File: config.mk
export PLATFORM = sky130hd
export DESIGN_NAME = rpp_port_paging
export DESIGN_NICKNAME = d
export VERILOG_FILES = /design/src/rtl/rpp_pkg.sv /design/src/rtl/rpp_port_paging.sv
export SDC_FILE = /design/constraint.sdc
export NUM_CORES = 1
export LEC_CHECK = 0
export ABC_AREA = 1
export BUFFER_PORTS_ARGS = -buffer_cell sky130_fd_sc_hd__buf_2
export CORE_ASPECT_RATIO = 2
export CORE_MARGIN = 10
export CORE_UTILIZATION = 55
export CTS_CLUSTER_DIAMETER = 150
export DETAILED_ROUTE_END_ITERATION = 10
export PLACE_DENSITY = 0.79
export REMOVE_ABC_BUFFERS = 1
export SYNTH_ARGS = -nofsm -noshare
export SYNTH_HDL_FRONTEND = slang
export SYNTH_SLANG_ARGS = --single-unit
File: constraint.sdc
create_clock -name sys_clk_i -period 4.32 [get_ports sys_clk_i]
set_input_delay 0.432 -clock sys_clk_i [delete_from_list [all_inputs] [get_ports sys_clk_i]]
set_output_delay 0.432 -clock sys_clk_i [all_outputs]
set_load 0.005 [all_outputs]
File: src/rtl/rpp_pkg.sv
// Package: register map, field layout and carrier types for rx port paging
package rpp_pkg;
    localparam int          NUM_PORTS       = 2;
    localparam logic [7:0]  ADDR_LINK_CAP   = 8'h4a;
    localparam logic [7:0]  ADDR_EMBED_CTL  = 8'h4b;
    localparam logic [7:0]  ADDR_PORT_SEL   = 8'h4c;
    localparam logic [7:0]  ADDR_PORT_STS1  = 8'h4d;
    localparam logic [7:0]  PAGE_A_LO       = 8'h4d;
    localparam logic [7:0]  PAGE_A_HI       = 8'h7f;
    localparam logic [7:0]  PAGE_B_LO       = 8'hd0;
    localparam logic [7:0]  PAGE_B_HI       = 8'hdf;
    localparam logic [7:0]  LINK_CAP_RST    = 8'h00;
    localparam logic [7:0]  EMBED_CTL_RST   = 8'h12;
    localparam int          CRC_CAP_BIT     = 4;
    localparam int          EMB_CNT_HI      = 7;
    localparam int          EMB_CNT_LO      = 6;
    localparam int          EMB_ID_HI       = 5;
    localparam int          EMB_ID_LO       = 0;
    localparam int          SEL_PHYS_BIT    = 6;
    localparam int          SEL_RD_BIT      = 4;
    localparam int          SEL_WR1_BIT     = 1;
    localparam int          SEL_WR0_BIT     = 0;
    localparam int          STS1_PORT_BIT   = 6;
    // Page state copies: local path, control channel on port 0, on port 1
    localparam int          NUM_SRC         = 3;
    localparam logic [1:0]  SRC_LOCAL       = 2'h0;
    localparam logic [1:0]  SRC_BCC0        = 2'h1;
    localparam logic [1:0]  SRC_BCC1        = 2'h2;

    typedef struct packed {
        logic       rd_port;
        logic [1:0] wr_en;
    } rpp_sel_t;

    localparam rpp_sel_t    SEL_RST_LOCAL   = '{rd_port: 1'b0, wr_en: 2'h0};
    localparam rpp_sel_t    SEL_RST_BCC0    = '{rd_port: 1'b0, wr_en: 2'h1};
    localparam rpp_sel_t    SEL_RST_BCC1    = '{rd_port: 1'b1, wr_en: 2'h2};

    typedef struct packed {
        logic       valid;
        logic       write;
        logic       bcc;
        logic       bcc_port;
        logic [7:0] addr;
        logic [7:0] wdata;
    } rpp_req_t;
endpackage

File: src/rtl/rpp_port_paging.sv
// Rx port paging, per-port capability and embedded data type substitution
// Contract
// RULE_01: Paged register accesses go to the port or ports chosen by port select.
// RULE_02: Bit 4 of port select chooses the single port read back.
// RULE_03: Read port resets to 0 locally, to the carrying port over control channel.
// RULE_04: Bits 1 and 0 gate paged writes; both set broadcasts to both ports.
// RULE_05: Write enables reset 0 locally; carrying port's enable is 1 over channel.
// RULE_06: Bit 6 reads 0 locally and the carrying port over control channel.
// RULE_07: Each access source keeps its own port select page state.
// RULE_08: Per-port bit 4 of link capabilities gates the encoder CRC error flag.
// RULE_09: Software sets the capability bit and clears the encoder CRC disable.
// RULE_10: Embedded count 00 forwards every long packet with normal raw type.
// RULE_11: Count 1 to 3 sends that many first long packets as embedded data.
// RULE_12: Embedded settings do nothing when the port receives CSI-2 input.
// RULE_13: First N lines use the six-bit embedded type, which resets to 0x12.
// RULE_14: Status bit 6 at 0x4d reports the currently selected read port.
// RULE_15: Paged write with no enable changes nothing and is still acknowledged.
`timescale 1ns/1ps
module rpp_port_paging
    import rpp_pkg::*;
(
    input  wire logic                  sys_clk_i,
    input  wire logic                  rst_i,
    input  wire rpp_req_t              req_i,
    output logic                       ack_o,
    output logic [7:0]                 rd_data_o,
    output logic [NUM_PORTS-1:0]       ext_wr_port_o,
    output logic                       ext_rd_port_o,
    input  wire logic [NUM_PORTS-1:0]  crc_err_i,
    output logic [NUM_PORTS-1:0]       crc_err_flag_o,
    input  wire logic [NUM_PORTS-1:0]  csi_mode_i,
    input  wire logic [NUM_PORTS-1:0]  raw12_mode_i,
    input  wire logic [5:0]            raw12_data_type_value_i,
    input  wire logic [5:0]            raw10_data_type_value_i,
    input  wire logic [NUM_PORTS-1:0]  frame_start_i,
    input  wire logic [NUM_PORTS-1:0]  long_pkt_i,
    output logic [NUM_PORTS-1:0]       dtype_valid_o,
    output logic [NUM_PORTS-1:0][5:0]  dtype_o
);

    // Window of per-port registers; unimplemented ones still strobe outside
    function automatic logic is_paged(input logic [7:0] a);
        is_paged = (a == ADDR_LINK_CAP) || (a == ADDR_EMBED_CTL)
                || (a >= PAGE_A_LO && a <= PAGE_A_HI)
                || (a >= PAGE_B_LO && a <= PAGE_B_HI);
    endfunction

    // Index into the page state copies for the requesting source
    function automatic logic [1:0] src_of(input logic bcc, input logic port);
        if (!bcc)
            src_of = SRC_LOCAL;
        else if (port)
            src_of = SRC_BCC1;
        else
            src_of = SRC_BCC0;
    endfunction

    rpp_sel_t                sel_reg [NUM_SRC];
    logic [7:0]              cap_reg [NUM_PORTS];
    logic [7:0]              emb_reg [NUM_PORTS];
    logic [1:0]              src;
    rpp_sel_t                cur_sel;
    logic                    phys_port;
    logic                    paged_wr;
    logic [7:0]              rd_data_next;

    assign src       = src_of(req_i.bcc, req_i.bcc_port);
    assign cur_sel   = sel_reg[src];
    assign phys_port = req_i.bcc & req_i.bcc_port;
    assign paged_wr  = req_i.valid & req_i.write & is_paged(req_i.addr);

    // Separate page state per source; a remote host cannot steal local paging
    genvar s;
    generate
        for (s = 0; s < NUM_SRC; s++)
        begin : g_src
            localparam rpp_sel_t RST = (s == 0) ? SEL_RST_LOCAL :
                                       (s == 1) ? SEL_RST_BCC0 : SEL_RST_BCC1;
            always_ff @(posedge sys_clk_i)
            begin
                if (rst_i)
                    sel_reg[s] <= RST;                             // see RULE_03 see RULE_05
                else if (req_i.valid && req_i.write && req_i.addr == ADDR_PORT_SEL
                         && src == 2'(s))                          // see RULE_07
                begin
                    sel_reg[s].rd_port  <= req_i.wdata[SEL_RD_BIT];
                    sel_reg[s].wr_en[1] <= req_i.wdata[SEL_WR1_BIT];
                    sel_reg[s].wr_en[0] <= req_i.wdata[SEL_WR0_BIT];
                end
            end
        end
    endgenerate

    // Per-port paged storage, broadcast when several enables are set
    genvar p;
    generate
        for (p = 0; p < NUM_PORTS; p++)
        begin : g_port
            logic [1:0] pkt_cnt_reg;
            logic [1:0] emb_n;
            logic       use_emb;

            always_ff @(posedge sys_clk_i)
            begin
                if (rst_i)
                begin
                    cap_reg[p] <= LINK_CAP_RST;
                    emb_reg[p] <= EMBED_CTL_RST;                   // see RULE_13
                end
                else if (paged_wr && cur_sel.wr_en[p])             // see RULE_01 see RULE_04 see RULE_15
                begin
                    if (req_i.addr == ADDR_LINK_CAP)
                        cap_reg[p] <= req_i.wdata;
                    if (req_i.addr == ADDR_EMBED_CTL)
                        emb_reg[p] <= req_i.wdata;
                end
            end

            always_ff @(posedge sys_clk_i)
            begin
                if (rst_i)
                    crc_err_flag_o[p] <= 1'b0;
                else
                    crc_err_flag_o[p] <= crc_err_i[p] & cap_reg[p][CRC_CAP_BIT]; // see RULE_08
            end

            assign emb_n   = emb_reg[p][EMB_CNT_HI:EMB_CNT_LO];
            assign use_emb = !csi_mode_i[p] && (pkt_cnt_reg < emb_n);      // see RULE_10 see RULE_12

            // Counter saturates at 3 so long frames never wrap into embedded again
            always_ff @(posedge sys_clk_i)
            begin
                if (rst_i || frame_start_i[p])
                    pkt_cnt_reg <= 2'h0;
                else if (long_pkt_i[p] && pkt_cnt_reg != 2'h3)
                    pkt_cnt_reg <= pkt_cnt_reg + 2'h1;
            end

            always_ff @(posedge sys_clk_i)
            begin
                if (rst_i)
                begin
                    dtype_valid_o[p] <= 1'b0;
                    dtype_o[p]       <= 6'h00;
                end
                else
                begin
                    dtype_valid_o[p] <= long_pkt_i[p] && !frame_start_i[p];
                    if (long_pkt_i[p] && !frame_start_i[p])
                    begin
                        if (use_emb)
                            dtype_o[p] <= emb_reg[p][EMB_ID_HI:EMB_ID_LO]; // see RULE_11 see RULE_13
                        else if (raw12_mode_i[p])
                            dtype_o[p] <= raw12_data_type_value_i;
                        else
                            dtype_o[p] <= raw10_data_type_value_i;
                    end
                end
            end

            // Packet path checks, one cycle after the packet is taken
            property p_emb_n;
                @(posedge sys_clk_i) disable iff (rst_i)
                (long_pkt_i[p] && !frame_start_i[p] && !csi_mode_i[p]
                 && pkt_cnt_reg < emb_n)
                |=> dtype_o[p] == $past(emb_reg[p][EMB_ID_HI:EMB_ID_LO]);
            endproperty
            a_emb_n: assert property (p_emb_n)                     // see RULE_11
                else $error("embedded type not used for early packet");

            property p_raw_pass;
                @(posedge sys_clk_i) disable iff (rst_i)
                (long_pkt_i[p] && !frame_start_i[p] && emb_n == 2'h0 && !raw12_mode_i[p])
                |=> dtype_o[p] == $past(raw10_data_type_value_i);
            endproperty
            a_raw_pass: assert property (p_raw_pass)               // see RULE_10
                else $error("raw type not used with embedded count zero");

            property p_csi_off;
                @(posedge sys_clk_i) disable iff (rst_i)
                (long_pkt_i[p] && !frame_start_i[p] && csi_mode_i[p] && raw12_mode_i[p])
                |=> dtype_o[p] == $past(raw12_data_type_value_i);
            endproperty
            a_csi_off: assert property (p_csi_off)                 // see RULE_12
                else $error("embedded type used in csi mode");

            // Flag uses the capability seen at the same edge, not the new value
            property p_crc_gate;
                @(posedge sys_clk_i) disable iff (rst_i)
                !cap_reg[p][CRC_CAP_BIT] |=> !crc_err_flag_o[p];
            endproperty
            a_crc_gate: assert property (p_crc_gate)               // see RULE_08
                else $error("crc flag raised while capability clear");

            property p_wr_gate;
                @(posedge sys_clk_i) disable iff (rst_i)
                (req_i.valid && req_i.write && !cur_sel.wr_en[p])
                |=> $stable(cap_reg[p]) && $stable(emb_reg[p]);
            endproperty
            a_wr_gate: assert property (p_wr_gate)                 // see RULE_04 see RULE_15
                else $error("paged register changed without write enable");

            property p_wr_take;
                @(posedge sys_clk_i) disable iff (rst_i)
                (req_i.valid && req_i.write && req_i.addr == ADDR_EMBED_CTL
                 && cur_sel.wr_en[p])
                |=> emb_reg[p] == $past(req_i.wdata);
            endproperty
            a_wr_take: assert property (p_wr_take)                 // see RULE_01
                else $error("enabled paged write not stored");
        end
    endgenerate

    // Readback follows the requester's own read port, never another source's
    always_comb
    begin
        rd_data_next = 8'h00;
        case (req_i.addr)
            ADDR_PORT_SEL:
            begin
                rd_data_next[SEL_PHYS_BIT] = phys_port;                   // see RULE_06
                rd_data_next[SEL_RD_BIT]   = cur_sel.rd_port;
                rd_data_next[SEL_WR1_BIT]  = cur_sel.wr_en[1];
                rd_data_next[SEL_WR0_BIT]  = cur_sel.wr_en[0];
            end
            ADDR_LINK_CAP:  rd_data_next = cap_reg[cur_sel.rd_port];      // see RULE_02
            ADDR_EMBED_CTL: rd_data_next = emb_reg[cur_sel.rd_port];
            ADDR_PORT_STS1: rd_data_next[STS1_PORT_BIT] = cur_sel.rd_port; // see RULE_14
            default:        rd_data_next = 8'h00;
        endcase
    end

    // Every access is acknowledged, gated writes included
    always_ff @(posedge sys_clk_i)
    begin
        if (rst_i)
        begin
            ack_o     <= 1'b0;
            rd_data_o <= 8'h00;
        end
        else
        begin
            ack_o <= req_i.valid;                                         // see RULE_15
            if (req_i.valid && !req_i.write)
                rd_data_o <= rd_data_next;
        end
    end

    // Strobes for paged registers held outside this block
    always_ff @(posedge sys_clk_i)
    begin
        if (rst_i)
        begin
            ext_wr_port_o <= 2'h0;
            ext_rd_port_o <= 1'b0;
        end
        else
        begin
            ext_wr_port_o <= paged_wr ? cur_sel.wr_en : 2'h0;             // see RULE_01
            ext_rd_port_o <= cur_sel.rd_port;
        end
    end

    // Register access checks
    property p_ack;
        @(posedge sys_clk_i) disable iff (rst_i)
        req_i.valid |=> ack_o;
    endproperty
    a_ack: assert property (p_ack)                                // see RULE_15
        else $error("access not acknowledged");

    property p_rd_sel;
        @(posedge sys_clk_i) disable iff (rst_i)
        (req_i.valid && !req_i.write && req_i.addr == ADDR_LINK_CAP)
        |=> rd_data_o == $past(cap_reg[cur_sel.rd_port]);
    endproperty
    a_rd_sel: assert property (p_rd_sel)                          // see RULE_02
        else $error("readback from wrong port");

    property p_phys;
        @(posedge sys_clk_i) disable iff (rst_i)
        (req_i.valid && !req_i.write && req_i.addr == ADDR_PORT_SEL)
        |=> rd_data_o[SEL_PHYS_BIT] == $past(req_i.bcc && req_i.bcc_port);
    endproperty
    a_phys: assert property (p_phys)                              // see RULE_06
        else $error("physical port field wrong");

    property p_iso;
        @(posedge sys_clk_i) disable iff (rst_i)
        (req_i.valid && req_i.bcc) |=> $stable(sel_reg[SRC_LOCAL]);
    endproperty
    a_iso: assert property (p_iso)                                // see RULE_07
        else $error("local page state disturbed by remote source");

    // No disable here: the check is about what reset itself leaves behind
    property p_rst_bcc1;
        @(posedge sys_clk_i)
        rst_i |=> sel_reg[SRC_BCC1] == SEL_RST_BCC1 && sel_reg[SRC_LOCAL] == SEL_RST_LOCAL;
    endproperty
    a_rst_bcc1: assert property (p_rst_bcc1)                      // see RULE_03 see RULE_05
        else $error("control channel page default wrong");

endmodule

==> impl_metrics.py <==
metrics = {
    "outcome": {
        "status": "completed",
    },
    "power_and_ir_drop": {
        "ir_drop_mv": 0.291,
        "power_density_nw_per_um2": 376,
        "p_leak_nw": 2.09,
    },
    "setup_path": {
        "slowest_delay_ns": 0.95,
        "crit_type": "in -> reg",
        "r2r-start": "sel_reg[2][0]$_SDFFCE_PN0P_",
        "critical-path-slowest-cell": "o21ai_0",
        "cp_max_fo": 20,
        "r2r_cells": 4,
        "cp.required_ns": 4.28,
        "arrival_ns": 2.21,
        "crit_chain": "buf_2 -> inv_1 -> nand2_2 -> nor2_8 -> nand2_1 -> o21ai_0",
        "cp-startpoint": "req_i[15]",
        "cp-end-kind": "flop",
        "worstSetupStartpointType": "input port",
    },
    "timing": {
        "finalHoldViolCount": 0,
        "maxSlewViolCount": 0,
        "finalSetupViolCount": 0,
        "fmax_mhz": 445,
        "worst_slack_ns": 2.07,
        "post-route-period-util": 0.520,
        "setup_tns_ns": 0,
        "whs_ns": 0.304,
        "worst_pin_slew_ns": 1.02,
        "fin_skew_ns": 0.00782,
        "relSlewSlack": 0.310,
        "rsz0062_at_grt": "no",
        "period_needed_ns": 2.25,
    },
    "final_layout": {
        "diodes": 0,
        "mostFrequentLayoutCell": "nand2_1",
        "seq_area_um2": 1870,
        "area_growth_pct": 17.8,
        "fill_cells": 576,
        "final_cell_mix": "108 x nand2_1, 72 x inv_1, 71 x buf_2",
        "drive_gt1_frac": 0.243,
        "multi_input_area_um2": 1530,
        "nNetsFinal": 569,
        "post-route-util": 0.668,
    },
    "route": {
        "drc_errors": 0,
        "vias_per_cell": 5.21,
        "dr_total_vias": 3196,
        "drtAntennaViolNets": 0,
        "finalWirelength_um": 9640,
        "wl_per_cell_um": 15.7,
        "initialDrtViolationCount": 217,
        "first_pass_iters": 4,
    },
    "yosys": {
        "yosys.area.top_type": "edfxtp_1",
        "yosys_warnings": 0,
        "synth_top_area_share": 0.325,
        "syn_area_per_cell_um2": 8.34,
        "synth_area_leaders": "edfxtp_1 33%, dfxtp_1 17%, nand2_1 11%",
        "yosysUniqueCellTypes": 33,
        "ys_seq_area_frac": 0.494,
        "syn_inst": 454,
        "synth-seq-cells": 73,
        "syn_area_um2": 3790,
    },
    "cts": {
        "insertion_delay_ns": 0.34,
        "cts.sinks": 73,
        "holdBufCountCts": 0,
        "tritoncts": "built",
        "cts_made_buffers": 9,
        "path_clk_slew_ns": 0.06,
        "ctsResizeCount": 0,
        "cts_buffer_depth": 2,
        "ctsHtreeMaxLevel": 3,
        "post-cts-setup-buffers": 0,
        "root_buffer": "clkbuf_16",
    },
    "global_route": {
        "grt.total_usage": 0.187,
        "antenna_found_initial": 0,
        "gr-total-overflow": 0,
        "grt_pass1_wl_um": 15800,
        "grt_pass1_vias": 3304,
        "grt_max_degree": 26,
    },
    "place": {
        "pre_cts_ws_ns": 1.72,
        "place_congestion": 0.851,
        "dp_hpwl_um": 7400,
        "portBuffers": 71,
    },
    "die": {
        "dieArea_um2": 10800,
        "fp.dieH_um": 137,
        "start_util": 0.567,
        "die-width_um": 78.7,
        "core_um2": 6670,
        "rows": 42,
        "io_pins": 72,
    },
    "hold_path": {
        "min_from": "crc_err_i[0]",
        "worstHoldPathType": "in -> reg",
        "hold_path_depth": 3,
    },
    "flow_run": {
        "drv_cap": 0,
    },
}
synthesized netlist by cell type:
library cell    n
nor2_1         36
nand3_4         1
inv_2           3
o21ai_2         1
o211ai_1       13
clkbuf_1        8
nor3_1         11
clkinv_1        1
edfxtp_1       41
o21ai_0        23
nor3_2         20
nor2_8          1
nand2_2         5
nand4_4         2
inv_1          72
buf_2           1
nor2_2          2
nand2_1       108
a21oi_2         1
buf_4           5
a31oi_1         2
a21boi_0        2
nand3_1        31
or2_1           1
nor2_4          1
a21oi_1        13
buf_6           2
ha_1            4
nand4_1         5
dfxtp_1        32
nand3_2         1
or2_2           2
o21ai_1         3
per-stage QoR:
stage | instances | cell area (µm²) | total power, W
after detailed placement | 598 | 4160 | 0.000949
after CTS | 614 | 4460 | 0.00168
after global routing | 614 | 4460 | 0.00173
after global placement | 598 | 4160 | 0.000944
final | 614 | 4460 | 0.00168
after floorplan | 438 | 3690 | 0.000877
routing by layer:
| layer | vias to the layer above | wire [µm] | part of all wire | track usage |
|---|---|---|---|---|
| li1 | 1611 | - | - | - |
| met1 | 1469 | 3430 | 0.36 | 0.178 |
| met2 | 93 | 5190 | 0.54 | 0.343 |
| met3 | 23 | 644 | 0.067 | 0.0633 |
| met4 | 0 | 376 | 0.039 | 0.0952 |
| met5 | - | 0 | 0 | 0 |
worst max-delay path: cells and delay by family:
kind / cells / cell delay [ns]
AND/OR/NAND/NOR: 3 / 0.65
AO/OA/AOI/OAI: 1 / 0.95
buffers and inverters: 2 / 0.17
final cells by class:
class	count	share of cell area
Sequential cell	73	0.420
Multi-Input combinational cell	289	0.344
Timing Repair Buffer	72	0.0814
Inverter	76	0.0640
Clock buffer	10	0.0536
Tap cell	88	0.0247
Clock inverter	6	0.0126
worst paths after layout:
kind | to | slack [ns]
setup / recovery | emb_reg[0][7]$_SDFFCE_PN0P_ | 2.07
hold / removal | crc_err_flag_o[0]$_SDFF_PP0_ | 0.30
setup reg to reg | emb_reg[0][7]$_SDFFCE_PN0P_ | 2.34
hold reg to reg | rd_data_o[4]$_SDFFE_PP0P_ | 0.49
cell families (layout without fill, tap and decap cells):
kind of cell	Yosys count	count (layout)	share of synthesized area
and+or+nand+nor	227	227	0.303
buffers and inverters	92	164	0.100
DFF	73	73	0.494
AOI/OAI and AO/OA	58	58	0.0892
adders and majority gates	4	4	0.0132
power breakdown:
group          internal, W  leakage (nW)  switching, W  total (W)
Sequential        0.000759         0.684     0.0000130   0.000772
Combinational    0.0000559          1.26      0.000107   0.000163
Clock             0.000458         0.152      0.000283   0.000741
Note: power is estimated with default switching activity, not from simulation.
